[config.mk]
export PLATFORM = sky130hd
export DESIGN_NAME = mfirq_ctrl
export DESIGN_NICKNAME = d
export VERILOG_FILES = /design/src/mfirq_pkg.sv /design/src/mfirq_flag_bank.sv /design/src/mfirq_ctrl.sv
export SDC_FILE = /design/constraint.sdc
export NUM_CORES = 1
export LEC_CHECK = 0
export BUFFER_PORTS_ARGS = -buffer_cell sky130_fd_sc_hd__buf_2
export CORE_ASPECT_RATIO = 0.9
export CORE_MARGIN = 3
export CORE_UTILIZATION = 30
export DETAILED_ROUTE_END_ITERATION = 8
export HOLD_SLACK_MARGIN = 0.08
export PLACE_DENSITY = 0.54
export SLEW_MARGIN = 20
export SYNTH_ARGS = -nofsm -noshare
export SYNTH_HDL_FRONTEND = slang
export SYNTH_HIERARCHICAL = 1
export SYNTH_SLANG_ARGS = --single-unit
export TNS_END_PERCENT = 50
[constraint.sdc]
create_clock -name pclk -period 4 [get_ports pclk]
set_input_delay 1 -clock pclk [delete_from_list [all_inputs] [get_ports pclk]]
set_output_delay 1 -clock pclk [all_outputs]
set_load 0.005 [all_outputs]
[src/mfirq_pkg.sv]
`default_nettype none
package mfirq_pkg;

  // ------------------------------------------------------------
  // Sizes
  // ------------------------------------------------------------
  localparam int unsigned NUM_GROUPS = 6;
  localparam int unsigned NUM_TIMERS = 4;
  localparam int unsigned NUM_SRC = 16;
  localparam int unsigned VEC_W = 3;
  localparam int unsigned ADDR_W = 12;

  // ------------------------------------------------------------
  // Register offsets
  // ------------------------------------------------------------
  localparam logic [ADDR_W-1:0] ADDR_CTRL = 12'h000;
  localparam logic [ADDR_W-1:0] ADDR_GROUP_EN = 12'h004;
  localparam logic [ADDR_W-1:0] ADDR_GROUP_FLAG = 12'h008;
  localparam logic [ADDR_W-1:0] ADDR_SRC_FLAG = 12'h00c;
  localparam logic [ADDR_W-1:0] ADDR_SRC_EN = 12'h010;
  localparam logic [ADDR_W-1:0] ADDR_SRC_SET = 12'h014;
  localparam logic [ADDR_W-1:0] ADDR_STATUS = 12'h018;

  // ------------------------------------------------------------
  // Field positions
  // ------------------------------------------------------------
  localparam int unsigned CTRL_GIE_BIT = 0;
  localparam int unsigned STAT_REQ_BIT = 0;
  localparam int unsigned STAT_VEC_LSB = 1;
  localparam int unsigned STAT_HALT_BIT = 4;
  localparam int unsigned SRC_SERIAL = 0;
  localparam int unsigned SRC_EXT = 1;
  localparam int unsigned SRC_NVM = 2;
  localparam int unsigned SRC_LOWSUP = 3;
  localparam int unsigned SRC_TMR_BASE = 4;
  localparam int unsigned TMR_STRIDE = 3;
  localparam int unsigned TMR_P_OFS = 0;
  localparam int unsigned TMR_A_OFS = 1;
  localparam int unsigned TMR_B_OFS = 2;

  // Source bits that exist; only timer 0 is the enhanced type with a B match.
  localparam logic [NUM_SRC-1:0] SRC_IMPL = 16'h6dff;

  // Sources that feed each group.
  localparam logic [NUM_SRC-1:0] GROUP_MEMBERS [NUM_GROUPS] = '{
    16'h0003, 16'h000c, 16'h0070, 16'h0380, 16'h1c00, 16'he000
  };

  // ------------------------------------------------------------
  // Reset values
  // ------------------------------------------------------------
  localparam logic RST_GIE = 1'b0;
  localparam logic [NUM_GROUPS-1:0] RST_GROUP_EN = 6'h00;
  localparam logic [NUM_GROUPS-1:0] RST_GROUP_FLAG = 6'h00;
  localparam logic [NUM_SRC-1:0] RST_SRC_EN = 16'h0000;
  localparam logic [NUM_SRC-1:0] RST_SRC_FLAG = 16'h0000;

  // ------------------------------------------------------------
  // Carriers
  // ------------------------------------------------------------
  typedef struct packed {
    logic serial_byte_done;
    logic nvm_cycle_done;
    logic [NUM_TIMERS-1:0] tm_period_match;
    logic [NUM_TIMERS-1:0] tm_a_match;
    logic [NUM_TIMERS-1:0] tm_b_match;
  } mfirq_src_ev_t;

  typedef struct packed {
    logic stack_free;
    logic irq_ack;
    logic return_from_irq_instr_exec;
    logic ret_exec;
    logic halted;
  } mfirq_core_in_t;

  typedef struct packed {
    logic irq_req;
    logic [VEC_W-1:0] vector;
    logic push_pc;
    logic wakeup;
    logic wake_service;
    logic wake_resume_next;
  } mfirq_core_out_t;

endpackage
`default_nettype wire

[src/mfirq_flag_bank.sv]
`default_nettype none
module mfirq_flag_bank #(
  parameter int unsigned W = 8,
  parameter logic [W-1:0] RST = '0
) (
  input wire logic clk,
  input wire logic rst_n,
  input wire logic [W-1:0] set,
  input wire logic [W-1:0] clr,
  output logic [W-1:0] flags,
  output logic [W-1:0] rise
);

  logic [W-1:0] flags_q;

  // A set in the same cycle as a clear wins.
  always_ff @(posedge clk or negedge rst_n) begin
    if (!rst_n) begin
      flags_q <= RST;
    end else begin
      flags_q <= (flags_q & ~clr) | set;
    end
  end

  assign flags = flags_q;
  assign rise = set & ~flags_q;

endmodule
`default_nettype wire

[src/mfirq_ctrl.sv]
// Contract
// Serial byte received or sent sets the serial request flag.
// Vector only with global, source, group enables, pending request, free stack.
// Service clears global enable and group flag, leaves source flag set.
// Falling edge on peripheral pin sets external peripheral flag.
// Memory read or write cycle end sets memory-cycle flag.
// Supply falling below threshold sets low-supply flag.
// Timers have period and A flags with enables; enhanced adds B.
// Timer comparator match sets the matching timer flag.
// In sleep or idle, any flag rising low to high wakes.
// Enable bits never gate the wake-up path.
// Software sets a flag high before halt to suppress its wake-up.
// Flags hold until serviced or cleared; enables only block service.
// Interrupt entry pushes only the program counter.
// Interrupt return sets global enable; plain return leaves it clear.
// Up to six group flags, each cleared when its group is serviced.
// Software avoids calls inside service routines to save stack.
// Software routes shared pin to peripheral interrupt function first.
// Any member source setting its flag sets the group flag.
// Disabled or stack-full wake resumes after halt; service comes later.
// Simultaneous pending groups are served lowest number first.
`default_nettype none
module mfirq_ctrl (
  input wire logic pclk,
  input wire logic presetn,
  input wire logic psel,
  input wire logic penable,
  input wire logic pwrite,
  input wire logic [mfirq_pkg::ADDR_W-1:0] paddr,
  input wire logic [31:0] pwdata,
  output logic [31:0] prdata,
  output logic pready,
  output logic pslverr,
  input wire logic periph_irq_pin,
  input wire logic supply_low_det,
  input wire mfirq_pkg::mfirq_src_ev_t src_ev,
  input wire mfirq_pkg::mfirq_core_in_t core_in,
  output mfirq_pkg::mfirq_core_out_t core_out
);
  import mfirq_pkg::*;

  // ------------------------------------------------------------
  // Register state
  // ------------------------------------------------------------
  logic global_irq_enable_q;
  logic [NUM_GROUPS-1:0] group_irq_en_q;
  logic [NUM_SRC-1:0] src_en_q;
  logic [NUM_SRC-1:0] src_flags;
  logic [NUM_SRC-1:0] src_rise;
  logic [NUM_GROUPS-1:0] group_req_flags_all;
  logic [NUM_GROUPS-1:0] group_rise;
  logic irq_req_q;
  logic [VEC_W-1:0] vector_q;
  logic push_pc_q;
  logic wake_q;

  // ------------------------------------------------------------
  // APB decode
  // ------------------------------------------------------------
  logic apb_wr;
  logic apb_rd;
  logic addr_ok;

  always_comb begin
    case (paddr)
      ADDR_CTRL, ADDR_GROUP_EN, ADDR_GROUP_FLAG, ADDR_SRC_FLAG,
      ADDR_SRC_EN, ADDR_SRC_SET, ADDR_STATUS: addr_ok = 1'b1;
      default: addr_ok = 1'b0;
    endcase
  end

  assign apb_wr = psel & penable & pwrite & addr_ok;
  assign apb_rd = psel & penable & ~pwrite;
  assign pready = 1'b1;
  assign pslverr = psel & penable & ~addr_ok;

  // ------------------------------------------------------------
  // Pin synchronisers
  // ------------------------------------------------------------
  logic pin_s1_q;
  logic pin_s2_q;
  logic pin_s3_q;
  logic lvd_s1_q;
  logic lvd_s2_q;
  logic lvd_s3_q;

  always_ff @(posedge pclk or negedge presetn) begin
    if (!presetn) begin
      pin_s1_q <= 1'b1;
      pin_s2_q <= 1'b1;
      pin_s3_q <= 1'b1;
    end else begin
      pin_s1_q <= periph_irq_pin;
      pin_s2_q <= pin_s1_q;
      pin_s3_q <= pin_s2_q;
    end
  end

  always_ff @(posedge pclk or negedge presetn) begin
    if (!presetn) begin
      lvd_s1_q <= 1'b0;
      lvd_s2_q <= 1'b0;
      lvd_s3_q <= 1'b0;
    end else begin
      lvd_s1_q <= supply_low_det;
      lvd_s2_q <= lvd_s1_q;
      lvd_s3_q <= lvd_s2_q;
    end
  end

  // ------------------------------------------------------------
  // Source flag events
  // ------------------------------------------------------------
  logic [NUM_SRC-1:0] src_set;
  logic [NUM_SRC-1:0] src_clr;

  always_comb begin
    src_set = '0;
    // serial byte done
    src_set[SRC_SERIAL] = src_ev.serial_byte_done;
    // falling pin edge
    src_set[SRC_EXT] = pin_s3_q & ~pin_s2_q;
    // memory cycle end
    src_set[SRC_NVM] = src_ev.nvm_cycle_done;
    // supply drops low
    src_set[SRC_LOWSUP] = lvd_s2_q & ~lvd_s3_q;
    for (int t = 0; t < NUM_TIMERS; t++) begin
      // timer match events
      src_set[SRC_TMR_BASE + TMR_STRIDE * t + TMR_P_OFS] = src_ev.tm_period_match[t];
      src_set[SRC_TMR_BASE + TMR_STRIDE * t + TMR_A_OFS] = src_ev.tm_a_match[t];
      src_set[SRC_TMR_BASE + TMR_STRIDE * t + TMR_B_OFS] = src_ev.tm_b_match[t];
    end
    // software may raise a flag itself
    if (apb_wr && paddr == ADDR_SRC_SET) begin
      src_set = src_set | pwdata[NUM_SRC-1:0];
    end
    // absent B-match bits never exist
    src_set = src_set & SRC_IMPL;
  end

  // only software clears a source flag
  assign src_clr = (apb_wr && paddr == ADDR_SRC_FLAG) ? pwdata[NUM_SRC-1:0] : '0;

  // source flags stay set until cleared
  mfirq_flag_bank #(
    .W(NUM_SRC),
    .RST(RST_SRC_FLAG)
  ) u_src_flags (
    .clk(pclk),
    .rst_n(presetn),
    .set(src_set),
    .clr(src_clr),
    .flags(src_flags),
    .rise(src_rise)
  );

  // ------------------------------------------------------------
  // Group flags
  // ------------------------------------------------------------
  logic [NUM_GROUPS-1:0] group_set;
  logic [NUM_GROUPS-1:0] group_clr;
  logic [NUM_GROUPS-1:0] group_pend;
  logic [NUM_GROUPS-1:0] ack_onehot;

  always_comb begin
    group_set = '0;
    group_pend = '0;
    ack_onehot = '0;
    for (int g = 0; g < NUM_GROUPS; g++) begin
      // member event sets group
      group_set[g] = |(src_set & GROUP_MEMBERS[g]);
      // all enables, request and stack
      group_pend[g] = group_req_flags_all[g] & group_irq_en_q[g] &
                      (|(src_flags & src_en_q & GROUP_MEMBERS[g])) &
                      global_irq_enable_q & core_in.stack_free;
    end
    // serviced group flag is cleared
    if (core_in.irq_ack && irq_req_q) begin
      ack_onehot[vector_q] = 1'b1;
    end
  end

  assign group_clr = ack_onehot |
                     ((apb_wr && paddr == ADDR_GROUP_FLAG) ? pwdata[NUM_GROUPS-1:0] : '0);

  mfirq_flag_bank #(
    .W(NUM_GROUPS),
    .RST(RST_GROUP_FLAG)
  ) u_group_flags (
    .clk(pclk),
    .rst_n(presetn),
    .set(group_set),
    .clr(group_clr),
    .flags(group_req_flags_all),
    .rise(group_rise)
  );

  // ------------------------------------------------------------
  // Vector selection
  // ------------------------------------------------------------
  logic [VEC_W-1:0] vec_d;
  logic pend_any;

  always_comb begin
    vec_d = '0;
    pend_any = |group_pend;
    // lowest group wins
    for (int g = NUM_GROUPS - 1; g >= 0; g--) begin
      if (group_pend[g]) begin
        vec_d = VEC_W'(g);
      end
    end
  end

  always_ff @(posedge pclk or negedge presetn) begin
    if (!presetn) begin
      irq_req_q <= 1'b0;
    end else begin
      // request drops at once after an ack
      irq_req_q <= pend_any & ~core_in.irq_ack;
    end
  end

  always_ff @(posedge pclk or negedge presetn) begin
    if (!presetn) begin
      vector_q <= '0;
    end else begin
      // vector follows the winner
      vector_q <= vec_d;
    end
  end

  // ------------------------------------------------------------
  // Service entry
  // ------------------------------------------------------------

  // entry pushes the program counter only
  always_ff @(posedge pclk or negedge presetn) begin
    if (!presetn) begin
      push_pc_q <= 1'b0;
    end else begin
      push_pc_q <= core_in.irq_ack & irq_req_q;
    end
  end

  // ------------------------------------------------------------
  // Global enable
  // ------------------------------------------------------------
  always_ff @(posedge pclk or negedge presetn) begin
    if (!presetn) begin
      global_irq_enable_q <= RST_GIE;
    end else if (core_in.irq_ack && irq_req_q) begin
      // service clears global enable
      global_irq_enable_q <= 1'b0;
    end else if (core_in.return_from_irq_instr_exec) begin
      // interrupt return re-enables
      global_irq_enable_q <= 1'b1;
    end else if (core_in.ret_exec) begin
      // plain return keeps it
      global_irq_enable_q <= global_irq_enable_q;
    end else if (apb_wr && paddr == ADDR_CTRL) begin
      global_irq_enable_q <= pwdata[CTRL_GIE_BIT];
    end
  end

  // ------------------------------------------------------------
  // Enable registers
  // ------------------------------------------------------------
  always_ff @(posedge pclk or negedge presetn) begin
    if (!presetn) begin
      group_irq_en_q <= RST_GROUP_EN;
    end else if (apb_wr && paddr == ADDR_GROUP_EN) begin
      group_irq_en_q <= pwdata[NUM_GROUPS-1:0];
    end
  end

  always_ff @(posedge pclk or negedge presetn) begin
    if (!presetn) begin
      src_en_q <= RST_SRC_EN;
    end else if (apb_wr && paddr == ADDR_SRC_EN) begin
      // one enable per existing flag
      src_en_q <= pwdata[NUM_SRC-1:0] & SRC_IMPL;
    end
  end

  // ------------------------------------------------------------
  // Wake-up
  // ------------------------------------------------------------
  always_ff @(posedge pclk or negedge presetn) begin
    if (!presetn) begin
      wake_q <= 1'b0;
    end else begin
      // any flag rising while halted
      // enables play no part here
      wake_q <= core_in.halted & ((|src_rise) | (|group_rise));
    end
  end

  // ------------------------------------------------------------
  // Core outputs
  // ------------------------------------------------------------

  always_comb begin
    core_out.irq_req = irq_req_q;
    core_out.vector = vector_q;
    core_out.push_pc = push_pc_q;
    core_out.wakeup = wake_q;
    core_out.wake_service = wake_q & pend_any;
    // disabled or stack full resumes after halt
    core_out.wake_resume_next = wake_q & ~pend_any;
  end

  // ------------------------------------------------------------
  // Read data
  // ------------------------------------------------------------
  always_comb begin
    prdata = '0;
    if (apb_rd) begin
      case (paddr)
        ADDR_CTRL: prdata[CTRL_GIE_BIT] = global_irq_enable_q;
        ADDR_GROUP_EN: prdata[NUM_GROUPS-1:0] = group_irq_en_q;
        ADDR_GROUP_FLAG: prdata[NUM_GROUPS-1:0] = group_req_flags_all;
        ADDR_SRC_FLAG: prdata[NUM_SRC-1:0] = src_flags;
        ADDR_SRC_EN: prdata[NUM_SRC-1:0] = src_en_q;
        ADDR_STATUS: begin
          prdata[STAT_REQ_BIT] = irq_req_q;
          prdata[STAT_VEC_LSB +: VEC_W] = vector_q;
          prdata[STAT_HALT_BIT] = core_in.halted;
        end
        default: prdata = '0;
      endcase
    end
  end

endmodule
`default_nettype wire

# Word level (Yosys, flattened, before mapping)
# Index checks and enable logic that the tools add are counted.
[classes]
magnitude_cmp = 2
eq_ne = 7
muxes = 22
bitwise = 56
n_reduce_logical = 27
[op_table]
columns = ["operator", "n"]
rows = [
  ["$and A1 B1 Y1", 36],
  ["$eq A12 B5 Y1 const B", 3],
  ["$mux W16", 2],
  ["$not A16 Y16", 2],
  ["$eq A12 B4 Y1 const B", 2],
  ["$pmux W10 S2", 1],
  ["$pmux W4 S5", 1],
  ["$mux W3", 6],
  ["$and A15 B16 Y16", 1],
  ["$and A16 B15 Y16", 1],
  ["$and A16 B16 Y16", 1],
  ["$or A16 B15 Y16", 1],
  ["$reduce_or A16 Y1", 1],
  ["$mux W15", 1],
  ["$or A15 B15 Y15", 1],
  ["$reduce_or A3 Y1", 5],
  ["$reduce_or A2 Y1", 7],
  ["$and A6 B6 Y6", 2],
  ["$eq A12 B3 Y1 const B", 1],
  ["$logic_not A12 Y1", 1],
  ["$mux W6", 2],
  ["$not A6 Y6", 2],
  ["$or A6 B6 Y6", 2],
  ["$reduce_or A6 Y1", 2],
  ["other kinds (13)", 30],
]
[totals]
regBits = 54
inputBits = 70
out_inout_bits = 42
elab_cells = 129

# Longest topological paths before layout
# Gate-level depths: netlist of run 1.
[depth]
ltp_word = 11
depth_mapped = 10
ltp_nobuf = 8

# Modules after synthesis
# The synthesis of run 1 kept the hierarchy.
[by_module_without_submodules]
columns = ["module", "instances", "cells_per_inst", "area_each_um2", "seq_area_each_um2"]
rows = [
  ["mfirq_ctrl", 1, 267, 2499.9, 804.5],
  ["mfirq_flag_bank at u_src_flags", 1, 64, 680.7, 400.4],
  ["mfirq_flag_bank at u_group_flags", 1, 24, 255.2, 150.1],
]

# Worst setup path before layout of run 1
# OpenSTA, ideal clock, no wires.
[synth_path]
path_kind = "in2out"
start = "input port paddr[4] (netlist name)"
end = "output port prdata[3]"
arrival_ns = 2.550
required_time_ns = 3.000
path_slack_ns = 0.450
stages = 6
path_buffers = 2
path_cell_list = "buf_2 -> or3b_2 -> nor4_1 -> buf_2 -> a222oi_1 -> nor2_1"
[synth_between]
elab_chain_cells = 3
word_cells_on_any_way = 7
cone_classes = "eq/ne (5); mux (2)"
[synth_rtl]
columns = ["item", "line", "rtl"]
rows = [
  ["start: declaration", "mfirq_ctrl.sv:29", "input wire logic [mfirq_pkg::ADDR_W-1:0] paddr,"],
  ["$eq A12 B5 Y1 (tied with other cells)", "mfirq_ctrl.sv:319", "case (paddr)"],
  ["$pmux W4 S5 *", "mfirq_ctrl.sv:319", ""],
  ["$mux W16 *", "mfirq_ctrl.sv:318", "if (apb_rd) begin"],
  ["end: declaration", "mfirq_ctrl.sv:31", "output logic [31:0] prdata,"],
]
# Mark *: on every way between the ends. The rest lies on a longest branch, timed or not.

# Worst setup path in the final report of run 1
[layout_path]
start = "input port paddr[4] (netlist name)"
end = "output port prdata[1]"
# The elaborated chain is that of the path after synthesis.

==> impl_metrics.prom, run 1 <==
# TYPE chip_impl_metric gauge
chip_impl_info{name="outcome",value="complete, no violations"} 1
chip_impl_metric{name="number_of_flops_mapped_to_enable_cells_by_yosys",unit=""} 0
chip_impl_metric{name="htreeDepth",unit=""} 2
chip_impl_metric{name="non_filler_cell_area_final",unit="um2"} 4130
chip_impl_metric{name="cts.hold.buffers_added",unit=""} 0
chip_impl_metric{name="initial_antenna_violation_count",unit=""} 0
chip_impl_metric{name="drt-pass1-iter-count",unit=""} 4
chip_impl_metric{name="place_congestion",unit=""} 0.938
chip_impl_metric{name="vdd_ir_drop_max",unit="V"} 0.000203
chip_impl_metric{name="n_antenna_cell",unit=""} 0
chip_impl_metric{name="hold_slack",unit="ps"} 356
chip_impl_metric{name="total_leakage_power",unit="nW"} 1.83
chip_impl_metric{name="dieWidth",unit="um"} 119
chip_impl_metric{name="grt-ovfl-total",unit=""} 0
chip_impl_info{name="ys.flop_type",value="sky130_fd_sc_hd__dfrtp_1"} 1
chip_impl_metric{name="worst_setup_hold_path_clk_slew",unit="ps"} 70
chip_impl_metric{name="grt_usage",unit="%"} 16.2
chip_impl_metric{name="synth-seq-cells",unit=""} 54
chip_impl_metric{name="fin_crit_sh",unit="%"} 91.6
chip_impl_metric{name="cp.arrival",unit="ps"} 2660
chip_impl_info{name="yosys.area.top_type",value="sky130_fd_sc_hd__dfrtp_1"} 1
chip_impl_metric{name="netlist_area",unit="um2"} 3440
chip_impl_metric{name="placedInstanceArea",unit="um2"} 3970
chip_impl_metric{name="place_hpwl",unit="um"} 7780
chip_impl_metric{name="layout-drive-gt1-share",unit="%"} 30.2
chip_impl_metric{name="relSlewSlack",unit="%"} 51.8
chip_impl_metric{name="avgViaCountPerCell",unit=""} 4.96
chip_impl_metric{name="grt_start_max_net_pins",unit=""} 31
chip_impl_metric{name="post-synth-top-area-fraction",unit="%"} 37.1
chip_impl_info{name="root_buffer",value="sky130_fd_sc_hd__clkbuf_16"} 1
chip_impl_info{name="cts_tree",value="done"} 1
chip_impl_metric{name="layout.core_utilization",unit="%"} 37.6
chip_impl_metric{name="starting_density",unit="%"} 31.3
chip_impl_metric{name="period_minus_slack",unit="ps"} 3660
chip_impl_metric{name="postSynthCellCount",unit=""} 355
chip_impl_metric{name="wire_length_of_the_first_global_routing_pass",unit="um"} 16200
chip_impl_metric{name="filler_cell_count",unit=""} 1157
chip_impl_metric{name="count_of_input_and_output_buffers",unit=""} 75
chip_impl_metric{name="reg2reg_setup_slack",unit="ps"} 2110
chip_impl_metric{name="reg2reg_depth",unit=""} 7
chip_impl_metric{name="finalHoldViolations",unit=""} 0
chip_impl_metric{name="final-setup-viol-count",unit=""} 0
chip_impl_metric{name="total_neg_setup_slack",unit="ps"} 0
chip_impl_info{name="min_delay_worst_endpoint",value="lvd_s2_q$_DFF_PN0_"} 1
chip_impl_metric{name="layout.nets",unit=""} 510
chip_impl_metric{name="seq_area_frac_synth",unit="%"} 39.4
chip_impl_metric{name="least_margin_pin_slew",unit="ps"} 723
chip_impl_metric{name="avgRoutedWirePerCell",unit="um"} 17.3
chip_impl_metric{name="preCtsSetupSlack",unit="ps"} 364
chip_impl_metric{name="cts-buffers-inserted",unit=""} 5
chip_impl_info{name="regToRegStartpoint",value="pin_s2_q$_DFF_PN1_"} 1
chip_impl_metric{name="syn-mean-instance-area",unit="um2"} 9.68
chip_impl_metric{name="hold_depth",unit=""} 0
chip_impl_metric{name="die_area",unit="um2"} 12800
chip_impl_metric{name="clkSinkCount",unit=""} 54
chip_impl_metric{name="crit_required",unit="ps"} 3000
chip_impl_info{name="yosys-top-cells-area",value="sky130_fd_sc_hd__dfrtp_1 37%, sky130_fd_sc_hd__a21o_1 8.5%, sky130_fd_sc_hd__nor2b_1 4.9%"} 1
chip_impl_info{name="rsz0062_at_grt",value="false"} 1
chip_impl_metric{name="clock_tree_skew_after_final_layout",unit="ps"} 5.84
chip_impl_metric{name="number_of_setup_buffers_added_after_cts",unit=""} 0
chip_impl_metric{name="clk_latency",unit="ps"} 290
chip_impl_metric{name="core_area",unit="um2"} 11000
chip_impl_metric{name="clock.fmax",unit="GHz"} 0.273
chip_impl_metric{name="placement_rows",unit=""} 36
chip_impl_metric{name="detail-route-antenna-nets",unit=""} 0
chip_impl_info{name="worstSetupEndpointType",value="output pin"} 1
chip_impl_metric{name="p_per_area",unit="nW/um2"} 279
chip_impl_metric{name="boundaryPins",unit=""} 112
chip_impl_metric{name="cts.path.max_buffers",unit=""} 2
chip_impl_info{name="start_kind",value="input pin"} 1
chip_impl_metric{name="die-height",unit="um"} 108
chip_impl_info{name="type_of_the_worst_min_delay_path",value="reg -> reg"} 1
chip_impl_info{name="hold_start",value="lvd_s1_q$_DFF_PN0_"} 1
chip_impl_metric{name="number_of_global_route_vias_before_repair",unit=""} 2972
chip_impl_metric{name="drv_cap",unit=""} 0
chip_impl_metric{name="final_max_slew_viol_count",unit=""} 0
chip_impl_info{name="crit-reg2reg-capture",value="wake_q$_DFF_PN0_"} 1
chip_impl_metric{name="cp_max_fo",unit=""} 12
chip_impl_metric{name="synthesis.yosys.warnings",unit=""} 6
chip_impl_metric{name="finalWorstSetupSlack",unit="ps"} 337
chip_impl_info{name="criticalPathCategory",value="in -> out"} 1
chip_impl_metric{name="postCtsResizedCells",unit=""} 0
chip_impl_metric{name="route.detailed.drc",unit=""} 0
chip_impl_metric{name="via_count",unit=""} 2939
chip_impl_metric{name="drt_first_iter_violations",unit=""} 206
chip_impl_metric{name="flow.area_growth_from_synthesis",unit="%"} 20.2
chip_impl_metric{name="synth-async-reset-ratio",unit="%"} 100
chip_impl_metric{name="number_of_distinct_library_cell_variants_in_the_gate_level_netlist_after_synthesis",unit=""} 57
chip_impl_metric{name="final_wirelength",unit="um"} 10300
[cell families after synthesis]
family / Yosys count / share of synthesized area (%)
AOI/OAI and AO/OA: 89 / 19.6
buffers and inverters: 57 / 9.21
DFF: 54 / 39.4
muxes: 25 / 9.25
other: 2 / 0.219
and+or+nand+nor: 128 / 22.3
[worst max-delay path by stage]
stage,from,endpoint,slack (ps)
3_3_place_gp,paddr[4],prdata[3],380
5_1_grt,paddr[4],prdata[3],230
2_1_floorplan,paddr[4],prdata[3],450
4_1_cts,paddr[4],prdata[1],350
6_report,paddr[4],prdata[1],340
3_5_place_dp,paddr[4],prdata[3],360
[state kept, by name, indices dropped and copies added (netlist names), 3 cells and up]
signal               cells
src_en_q                13
u_group_flags/flags      6
vector_q                 3
u_src_flags/flags       16
group_irq_en_q           6
[cells in the mapped netlist (2+ instances only)]
master	number
sky130_fd_sc_hd__dfrtp_1	51
sky130_fd_sc_hd__dfstp_2	3
sky130_fd_sc_hd__a21oi_1	4
sky130_fd_sc_hd__buf_4	20
sky130_fd_sc_hd__a21o_1	39
sky130_fd_sc_hd__a32oi_1	2
sky130_fd_sc_hd__o2bb2ai_1	2
sky130_fd_sc_hd__nor2_1	25
sky130_fd_sc_hd__a31oi_1	2
sky130_fd_sc_hd__mux2_2	14
sky130_fd_sc_hd__a22oi_1	11
sky130_fd_sc_hd__a222oi_1	4
sky130_fd_sc_hd__and3_1	7
sky130_fd_sc_hd__inv_1	25
sky130_fd_sc_hd__conb_1	2
sky130_fd_sc_hd__nand3_1	5
sky130_fd_sc_hd__mux2_4	10
sky130_fd_sc_hd__o21ai_0	6
sky130_fd_sc_hd__a32o_1	3
sky130_fd_sc_hd__nand2b_1	2
sky130_fd_sc_hd__nor3b_1	3
sky130_fd_sc_hd__nor3_1	8
sky130_fd_sc_hd__nor2b_1	27
sky130_fd_sc_hd__nand4_1	3
sky130_fd_sc_hd__nor4b_1	2
sky130_fd_sc_hd__nor4_1	6
sky130_fd_sc_hd__a22o_1	3
sky130_fd_sc_hd__and2_1	16
sky130_fd_sc_hd__clkbuf_1	6
sky130_fd_sc_hd__or2_2	3
sky130_fd_sc_hd__nand2_1	10
sky130_fd_sc_hd__o22ai_1	3
sky130_fd_sc_hd__buf_2	3
sky130_fd_sc_hd__o21bai_1	2
[per-stage QoR]
stage,std cells,power [mW]
after floorplan,376,0.615
after global placement,585,0.663
after detailed placement,585,0.664
after CTS,593,1.16
after global routing,593,1.19
final,593,1.15
[routing by layer]
layer / GRT usage, % / vias to the layer above / wire length [um]
met2: 25.2 / 113 / 4590
li1: - / 1402 / -
met3: 3.31 / 10 / 792
met4: 3.72 / 0 / 87
met5: 0 / - / 0
met1: 23.2 / 1414 / 4810
[power by group]
group | internal [mW] | switching (mW) | total [mW]
sequential | 0.550 | 0.00116 | 0.551
clock | 0.297 | 0.201 | 0.498
combinational | 0.0396 | 0.0623 | 0.102
[cell usage in the layout (no fill, tap or decap), types with 2 or more instances in the layout]
cell type                   synthesis  final
sky130_fd_sc_hd__a222oi_1           4      4
sky130_fd_sc_hd__nor2b_1           27     27
sky130_fd_sc_hd__nor3b_1            3      3
sky130_fd_sc_hd__a32o_1             3      3
sky130_fd_sc_hd__dfrtp_1           51     51
sky130_fd_sc_hd__nand4_1            3      3
sky130_fd_sc_hd__conb_1             2     23
sky130_fd_sc_hd__nand3_1            5      5
sky130_fd_sc_hd__buf_4             20     14
sky130_fd_sc_hd__and2_1            16     16
sky130_fd_sc_hd__o21ai_0            6      6
sky130_fd_sc_hd__o22ai_1            3      3
sky130_fd_sc_hd__nand2_1           10     10
sky130_fd_sc_hd__a22o_1             3      3
sky130_fd_sc_hd__inv_1             25     25
sky130_fd_sc_hd__nor4_1             6      5
sky130_fd_sc_hd__o21bai_1           2      2
sky130_fd_sc_hd__buf_2              3     75
sky130_fd_sc_hd__nor2_1            25     25
sky130_fd_sc_hd__and3_1             7      7
sky130_fd_sc_hd__nor4_2             1      2
sky130_fd_sc_hd__a32oi_1            2      2
sky130_fd_sc_hd__or2_2              3      3
sky130_fd_sc_hd__a21oi_1            4      4
sky130_fd_sc_hd__a31oi_1            2      2
sky130_fd_sc_hd__mux2_2            14     14
sky130_fd_sc_hd__nor3_1             8      8
sky130_fd_sc_hd__clkbuf_1           6      2
sky130_fd_sc_hd__dfstp_2            3      3
sky130_fd_sc_hd__nor4b_1            2      2
sky130_fd_sc_hd__a22oi_1           11     11
sky130_fd_sc_hd__mux2_4            10     10
sky130_fd_sc_hd__clkbuf_16          0      5
sky130_fd_sc_hd__nand2b_1           2      2
sky130_fd_sc_hd__a21o_1            39     39
sky130_fd_sc_hd__o2bb2ai_1          2      2
[layout make-up]
| cell class | count | area [um2] | area share, % |
|---|---|---|---|
| inverter | 25 | 93.8 | 2.27 |
| sequential | 54 | 1360 | 32.8 |
| multi-input combinational | 265 | 1850 | 44.8 |
| timing repair buffer | 89 | 480 | 11.6 |
| clock buffer | 7 | 133 | 3.21 |
| clock inverter | 1 | 30.0 | 0.727 |
| tap | 152 | 190 | 4.60 |
[worst max-delay path, stage by stage]
cell                       delay (ps)
sky130_fd_sc_hd__buf_2            190
sky130_fd_sc_hd__or3b_2           570
sky130_fd_sc_hd__nor4_2           240
sky130_fd_sc_hd__buf_4            250
sky130_fd_sc_hd__a222oi_1         170
sky130_fd_sc_hd__nor2_1           110
sky130_fd_sc_hd__buf_2            120
Power figures use the tool's default switching activity.
==> inputs of run 2 (changes only) <==
ABC_AREA = 1   (was default)
==> impl_metrics.prom, run 2 <==
# TYPE chip_impl_metric gauge
chip_impl_info{name="outcome",value="complete, no violations"} 1
chip_impl_metric{name="drv_cap",unit=""} 0
chip_impl_info{name="layout.cells.most_common_list",value="143 x sky130_fd_sc_hd__nand2_1, 82 x sky130_fd_sc_hd__inv_1, 75 x sky130_fd_sc_hd__buf_2"} 1
chip_impl_info{name="yosys-top-cells-area",value="sky130_fd_sc_hd__dfrtp_1 36%, sky130_fd_sc_hd__nand2_1 15%, sky130_fd_sc_hd__inv_1 8.8%"} 1
chip_impl_info{name="worstSetupEndpointType",value="output pin"} 1
chip_impl_metric{name="seq_area_frac_synth",unit="%"} 38.7
chip_impl_metric{name="number_of_global_route_vias_before_repair",unit=""} 3071
chip_impl_info{name="criticalPathCategory",value="in -> out"} 1
chip_impl_metric{name="layout-drive-gt1-share",unit="%"} 23.6
chip_impl_metric{name="clock_tree_skew_after_final_layout",unit="ps"} 11.9
chip_impl_info{name="start_kind",value="input pin"} 1
chip_impl_metric{name="via_count",unit=""} 3180
chip_impl_info{name="synth.most_common_cell",value="sky130_fd_sc_hd__nand2_1"} 1
chip_impl_info{name="critical_path.cell_chain",value="buf_2, nor2_1, nand2_2, nor2_4, nand3_1, inv_2, nand2_1, o21ai_0, nor2_1, nor2_1, buf_2"} 1
chip_impl_metric{name="final_wirelength",unit="um"} 9500
chip_impl_metric{name="crit_required",unit="ps"} 3000
chip_impl_metric{name="crit_buf_inv",unit=""} 3
chip_impl_metric{name="clkSinkCount",unit=""} 54
chip_impl_info{name="post_synth_most_frequent_cells",value="143 x sky130_fd_sc_hd__nand2_1, 82 x sky130_fd_sc_hd__inv_1, 74 x sky130_fd_sc_hd__nor2_1"} 1
chip_impl_metric{name="multi_input_comb_area",unit="um2"} 1680
chip_impl_info{name="root_buffer",value="sky130_fd_sc_hd__clkbuf_16"} 1
chip_impl_metric{name="netlist_area",unit="um2"} 3510
chip_impl_info{name="yosys.area.top_type",value="sky130_fd_sc_hd__dfrtp_1"} 1
chip_impl_metric{name="number_of_setup_buffers_added_after_cts",unit=""} 0
chip_impl_metric{name="syn-mean-instance-area",unit="um2"} 7.08
chip_impl_metric{name="totalPowerFinal",unit="mW"} 1.15
chip_impl_metric{name="final-setup-viol-count",unit=""} 0
chip_impl_metric{name="route.detailed.drc",unit=""} 0
chip_impl_metric{name="synth-async-reset-ratio",unit="%"} 100
chip_impl_metric{name="crit_path_max_incr_delay",unit="ps"} 320
chip_impl_metric{name="grt_usage",unit="%"} 15.1
chip_impl_info{name="most_common_cell_after_layout_fill_and_taps_aside",value="sky130_fd_sc_hd__nand2_1"} 1
chip_impl_metric{name="groute.layer.met2.usage",unit="%"} 23.9
chip_impl_info{name="crit_family",value="simple AND/OR/NAND/NOR gates"} 1
chip_impl_metric{name="vdd_ir_drop_max",unit="V"} 0.000170
chip_impl_metric{name="number_of_flops_mapped_to_enable_cells_by_yosys",unit=""} 0
chip_impl_metric{name="synth-seq-cells",unit=""} 54
chip_impl_metric{name="layout.nets",unit=""} 640
chip_impl_metric{name="wire_length_of_the_first_global_routing_pass",unit="um"} 15500
chip_impl_metric{name="htreeDepth",unit=""} 2
chip_impl_metric{name="postSynthCellCount",unit=""} 495
chip_impl_metric{name="filler_cell_count",unit=""} 1231
chip_impl_metric{name="core_area",unit="um2"} 11100
chip_impl_metric{name="avgViaCountPerCell",unit=""} 4.40
chip_impl_metric{name="place_congestion",unit=""} 0.884
chip_impl_metric{name="grt_start_max_net_pins",unit=""} 29
chip_impl_info{name="critPathMostFrequentCell",value="sky130_fd_sc_hd__nor2_1"} 1
chip_impl_metric{name="least_margin_pin_slew",unit="ps"} 649
chip_impl_metric{name="final_max_slew_viol_count",unit=""} 0
chip_impl_metric{name="detail-route-antenna-nets",unit=""} 0
chip_impl_metric{name="total_neg_setup_slack",unit="ps"} 0
chip_impl_info{name="cts_tree",value="done"} 1
chip_impl_metric{name="dieWidth",unit="um"} 120
chip_impl_metric{name="seq_area",unit="um2"} 1360
chip_impl_metric{name="place_hpwl",unit="um"} 7410
chip_impl_metric{name="total_leakage_power",unit="nW"} 2.16
chip_impl_metric{name="die-height",unit="um"} 109
chip_impl_metric{name="hold_depth",unit=""} 0
chip_impl_metric{name="initial_antenna_violation_count",unit=""} 0
chip_impl_metric{name="non_filler_cell_area_final",unit="um2"} 4110
chip_impl_metric{name="die_area",unit="um2"} 13000
chip_impl_metric{name="synthesis.yosys.warnings",unit=""} 6
chip_impl_metric{name="placement_rows",unit=""} 36
chip_impl_metric{name="fin_crit_sh",unit="%"} 90.4
chip_impl_metric{name="cts-buffers-inserted",unit=""} 5
chip_impl_metric{name="flow.area_growth_from_synthesis",unit="%"} 17.3
chip_impl_metric{name="period_minus_slack",unit="ps"} 3620
chip_impl_metric{name="number_of_distinct_library_cell_variants_in_the_gate_level_netlist_after_synthesis",unit=""} 35
chip_impl_metric{name="relSlewSlack",unit="%"} 56.7
chip_impl_metric{name="count_of_input_and_output_buffers",unit=""} 75
chip_impl_metric{name="placedInstanceArea",unit="um2"} 3940
chip_impl_metric{name="postCtsResizedCells",unit=""} 0
chip_impl_metric{name="cts.hold.buffers_added",unit=""} 0
chip_impl_info{name="critPathSlowestCell",value="sky130_fd_sc_hd__inv_2"} 1
chip_impl_info{name="type_of_the_worst_min_delay_path",value="reg -> reg"} 1
chip_impl_metric{name="worst_setup_hold_path_clk_slew",unit="ps"} 80
chip_impl_metric{name="cp_max_fo",unit=""} 14
chip_impl_metric{name="drt-pass1-iter-count",unit=""} 5
chip_impl_metric{name="reg2reg_depth",unit=""} 8
chip_impl_metric{name="global_route.usage.met1",unit="%"} 21.8
chip_impl_metric{name="cp.arrival",unit="ps"} 2620
chip_impl_metric{name="starting_density",unit="%"} 31.5
chip_impl_metric{name="post-synth-top-area-fraction",unit="%"} 36.4
chip_impl_metric{name="grt-ovfl-total",unit=""} 0
chip_impl_metric{name="drt_first_iter_violations",unit=""} 139
chip_impl_metric{name="largest_reg_flops",unit=""} 16
chip_impl_metric{name="globalRouteMet3Util",unit="%"} 2.25
chip_impl_metric{name="final_cells",unit=""} 723
chip_impl_metric{name="p_per_area",unit="nW/um2"} 280
chip_impl_metric{name="clk_latency",unit="ps"} 300
chip_impl_metric{name="placed_cells",unit=""} 715
chip_impl_metric{name="finalHoldViolations",unit=""} 0
chip_impl_metric{name="cts.path.max_buffers",unit=""} 2
chip_impl_metric{name="clock.fmax",unit="GHz"} 0.276
chip_impl_info{name="ys.flop_type",value="sky130_fd_sc_hd__dfrtp_1"} 1
chip_impl_info{name="rsz0062_at_grt",value="false"} 1
chip_impl_info{name="grt.busiest_layer",value="met2"} 1
chip_impl_metric{name="worstSetupPathDepth",unit=""} 11
chip_impl_metric{name="n_antenna_cell",unit=""} 0
chip_impl_metric{name="avgRoutedWirePerCell",unit="um"} 13.1
chip_impl_metric{name="boundaryPins",unit=""} 112
-- run 2: cell types whose count changed in the layout (fill, tap and decap cells not counted), sizes merged, moves of 11 or more --
| cell | delta |
|---|---|
| o21ai | +23 |
| a22oi | -11 |
| mux2 | -24 |
| a21o | -39 |
| inv | +62 |
| buf | -12 |
| nor2 | +55 |
| nand2 | +137 |
| and2 | -16 |
| nor2b | -27 |
-- run 2: cell families after synthesis --
logic type             Yosys count  synth area share, %
DFF                             54                 38.7
other                            2                0.214
AOI/OAI and AO/OA               59                 13.2
and+or+nand+nor                266                 32.6
buffers and inverters          114                 15.3
-- run 2: per-stage QoR --
| stage | setup WS [ps] | hold WS [ps] | utilization [%] |
|---|---|---|---|
| floorplan | 1010 | 331 | - |
| global placement | 463 | 332 | 35.4 |
| detailed placement | 412 | 338 | 35.4 |
| CTS | 412 | 356 | 37.0 |
| global route | 222 | 364 | 37.0 |
| finish | 382 | 354 | 37.0 |
-- run 2: final cells by class --
type	count	share of cell area [%]
Clock buffer	5	3.04
Sequential cell	54	33.0
Clock inverter	3	1.07
Inverter	87	7.94
Multi-Input combinational cell	345	40.9
Tap cell	152	4.63
Timing Repair Buffer	77	9.49
-- run 2: final timing paths --
| path | from | to | slack [ps] |
|---|---|---|---|
| min reg2reg | lvd_s1_q$_DFF_PN0_ | lvd_s2_q$_DFF_PN0_ | 350 |
| max in group asynchronous | presetn | pin_s2_q$_DFF_PN1_ | 2430 |
| min | lvd_s1_q$_DFF_PN0_ | lvd_s2_q$_DFF_PN0_ | 350 |
| min in group asynchronous | presetn | u_src_flags/flags[1]$_DFF_PN0_ | 730 |
| max reg2reg | pin_s2_q$_DFF_PN1_ | wake_q$_DFF_PN0_ | 2150 |
| max | paddr[11] | prdata[2] | 380 |
-- run 2: per-layer routing --
layer	wire length (um)	up-vias
li1	-	1634
met5	0	-
met1	4650	1422
met4	76	0
met3	597	8
met2	4180	116
-- run 2: where the power goes --
group / total (mW) / internal (mW) / leakage, nW / switching [mW]
Clock: 0.502 / 0.297 / 0.0842 / 0.205
Combinational: 0.0952 / 0.0339 / 1.46 / 0.0613
Sequential: 0.553 / 0.551 / 0.620 / 0.00202
==> inputs of run 3 (changes only) <==
CTS_BUF_LIST = sky130_fd_sc_hd__clkbuf_8   (was default)
==> impl_metrics.prom, run 3 (synthesized netlist as in run 2, its figures left out) <==
# TYPE chip_impl_metric gauge
chip_impl_info{name="outcome",value="complete, no violations"} 1
chip_impl_metric{name="p_per_area",unit="nW/um2"} 253
chip_impl_info{name="crit_family",value="simple AND/OR/NAND/NOR gates"} 1
chip_impl_metric{name="total_leakage_power",unit="nW"} 2.14
chip_impl_info{name="start_kind",value="input pin"} 1
chip_impl_info{name="type_of_the_worst_min_delay_path",value="reg -> reg"} 1
chip_impl_metric{name="total_neg_setup_slack",unit="ps"} 0
chip_impl_metric{name="cts-buffers-inserted",unit=""} 5
chip_impl_metric{name="clkSinkCount",unit=""} 54
chip_impl_metric{name="cp_max_fo",unit=""} 14
chip_impl_metric{name="die_area",unit="um2"} 13000
chip_impl_metric{name="route.detailed.drc",unit=""} 0
chip_impl_metric{name="hold_slack",unit="ps"} 361
chip_impl_info{name="min_delay_worst_endpoint",value="lvd_s2_q$_DFF_PN0_"} 1
chip_impl_metric{name="final_max_slew_viol_count",unit=""} 0
chip_impl_metric{name="crit_required",unit="ps"} 3000
chip_impl_metric{name="final_wirelength",unit="um"} 9480
chip_impl_info{name="rsz0062_at_grt",value="false"} 1
chip_impl_metric{name="avgViaCountPerCell",unit=""} 4.40
chip_impl_metric{name="count_of_input_and_output_buffers",unit=""} 75
chip_impl_info{name="layout.cells.most_common_list",value="143 x sky130_fd_sc_hd__nand2_1, 82 x sky130_fd_sc_hd__inv_1, 75 x sky130_fd_sc_hd__buf_2"} 1
chip_impl_metric{name="htreeDepth",unit=""} 2
chip_impl_metric{name="grt_usage",unit="%"} 14.9
chip_impl_metric{name="vdd_ir_drop_max",unit="V"} 0.000151
chip_impl_metric{name="clk_latency",unit="ps"} 310
chip_impl_metric{name="drt_first_iter_violations",unit=""} 174
chip_impl_metric{name="finalHoldViolations",unit=""} 0
chip_impl_metric{name="boundaryPins",unit=""} 112
chip_impl_metric{name="globalRouteMet3Util",unit="%"} 2.30
chip_impl_info{name="worstSetupEndpointType",value="output pin"} 1
chip_impl_metric{name="avgRoutedWirePerCell",unit="um"} 13.1
chip_impl_metric{name="reg2reg_setup_slack",unit="ps"} 2140
chip_impl_metric{name="relSlewSlack",unit="%"} 56.6
chip_impl_metric{name="reg2reg_depth",unit=""} 8
chip_impl_metric{name="grt-ovfl-total",unit=""} 0
chip_impl_metric{name="hold_depth",unit=""} 0
chip_impl_metric{name="cp.arrival",unit="ps"} 2620
chip_impl_metric{name="groute.layer.met2.usage",unit="%"} 23.9
chip_impl_metric{name="period_minus_slack",unit="ps"} 3620
chip_impl_info{name="hold_start",value="lvd_s1_q$_DFF_PN0_"} 1
chip_impl_metric{name="placement_rows",unit=""} 36
chip_impl_metric{name="cts.path.max_buffers",unit=""} 2
chip_impl_info{name="regToRegStartpoint",value="pin_s2_q$_DFF_PN1_"} 1
chip_impl_metric{name="grt_start_max_net_pins",unit=""} 29
chip_impl_info{name="crit_path_start",value="paddr[11]"} 1
chip_impl_metric{name="number_of_global_route_vias_before_repair",unit=""} 3071
chip_impl_metric{name="dieWidth",unit="um"} 120
chip_impl_metric{name="fin_crit_sh",unit="%"} 90.4
chip_impl_info{name="critical_path.cell_chain",value="buf_2, nor2_1, nand2_2, nor2_4, nand3_1, inv_2, nand2_1, o21ai_0, nor2_1, nor2_1, buf_2"} 1
chip_impl_info{name="critPathMostFrequentCell",value="sky130_fd_sc_hd__nor2_1"} 1
chip_impl_metric{name="postCtsResizedCells",unit=""} 0
chip_impl_metric{name="cts.hold.buffers_added",unit=""} 0
chip_impl_metric{name="number_of_setup_buffers_added_after_cts",unit=""} 0
chip_impl_metric{name="worst_setup_hold_path_clk_slew",unit="ps"} 110
chip_impl_metric{name="clock_tree_skew_after_final_layout",unit="ps"} 15.7
chip_impl_metric{name="via_count",unit=""} 3184
chip_impl_info{name="crit-reg2reg-capture",value="wake_q$_DFF_PN0_"} 1
chip_impl_metric{name="place_congestion",unit=""} 0.884
chip_impl_metric{name="core_area",unit="um2"} 11100
chip_impl_metric{name="detail-route-antenna-nets",unit=""} 0
chip_impl_metric{name="global_route.usage.met1",unit="%"} 21.7
chip_impl_metric{name="layout-drive-gt1-share",unit="%"} 23.6
chip_impl_metric{name="n_antenna_cell",unit=""} 0
chip_impl_metric{name="place_hpwl",unit="um"} 7410
chip_impl_metric{name="crit_buf_inv",unit=""} 3
chip_impl_metric{name="layout.nets",unit=""} 640
chip_impl_metric{name="starting_density",unit="%"} 31.5
chip_impl_info{name="root_buffer",value="sky130_fd_sc_hd__clkbuf_8"} 1
chip_impl_metric{name="flow.area_growth_from_synthesis",unit="%"} 15.7
chip_impl_metric{name="final-setup-viol-count",unit=""} 0
chip_impl_metric{name="least_margin_pin_slew",unit="ps"} 651
chip_impl_info{name="critPathSlowestCell",value="sky130_fd_sc_hd__inv_2"} 1
chip_impl_metric{name="die-height",unit="um"} 109
chip_impl_metric{name="crit_path_max_incr_delay",unit="ps"} 320
chip_impl_metric{name="drv_cap",unit=""} 0
chip_impl_info{name="cts_tree",value="done"} 1
chip_impl_metric{name="wire_length_of_the_first_global_routing_pass",unit="um"} 15400
chip_impl_metric{name="largest_reg_flops",unit=""} 16
chip_impl_metric{name="clock.fmax",unit="GHz"} 0.276
chip_impl_info{name="criticalPathCategory",value="in -> out"} 1
chip_impl_metric{name="initial_antenna_violation_count",unit=""} 0
chip_impl_info{name="grt.busiest_layer",value="met2"} 1
chip_impl_metric{name="drt-pass1-iter-count",unit=""} 4
chip_impl_info{name="most_common_cell_after_layout_fill_and_taps_aside",value="sky130_fd_sc_hd__nand2_1"} 1
## run 3: cell count changes in the layout (fill, tap and decap cells not counted)
cell | previous run | this run
sky130_fd_sc_hd__clkbuf_16 | 5 | 0
sky130_fd_sc_hd__clkbuf_8 | 0 | 5
## run 3: how the worst max path moves through the flow
stage / cells after the start / to / slack, ps
after floorplan: 10 / prdata[1] / 1010
after global placement: 11 / prdata[3] / 460
after detailed placement: 11 / prdata[2] / 410
after CTS: 11 / prdata[2] / 410
after global routing: 11 / prdata[2] / 220
final: 11 / prdata[2] / 380
## run 3: per-stage QoR
stage | util, % | worst slack (ps) | cells | instance area, um2 | power (mW)
3_3_place_gp | 35.4 | 463 | 715 | 3940 | 0.659
3_5_place_dp | 35.4 | 412 | 715 | 3940 | 0.659
5_1_grt | 36.4 | 222 | 723 | 4060 | 1.08
2_1_floorplan | - | 1010 | 513 | 3570 | 0.621
6_report | 36.4 | 382 | 723 | 4060 | 1.02
4_1_cts | 36.4 | 412 | 723 | 4060 | 1.04
## run 3: where the power goes
| part | switching [mW] | total (mW) | leakage, nW | internal, mW |
|---|---|---|---|---|
| Clock | 0.189 | 0.377 | 0.0585 | 0.188 |
| Combinational | 0.0612 | 0.0951 | 1.46 | 0.0339 |
| Sequential | 0.00202 | 0.553 | 0.620 | 0.551 |
## run 3: final cells by class
type	count	area (um2)
Sequential cell	54	1360
Clock buffer	5	68.8
Clock inverter	3	43.8
Fill cell	1234	7070
Timing Repair Buffer	77	390
Multi-Input combinational cell	345	1680
Inverter	87	327
Tap cell	152	190
## run 3: routing by layer
layer / up-vias / routed length (um)
li1: 1633 / -
met1: 1434 / 4670
met2: 111 / 4230
met3: 6 / 534
met4: 0 / 47
met5: - / 0
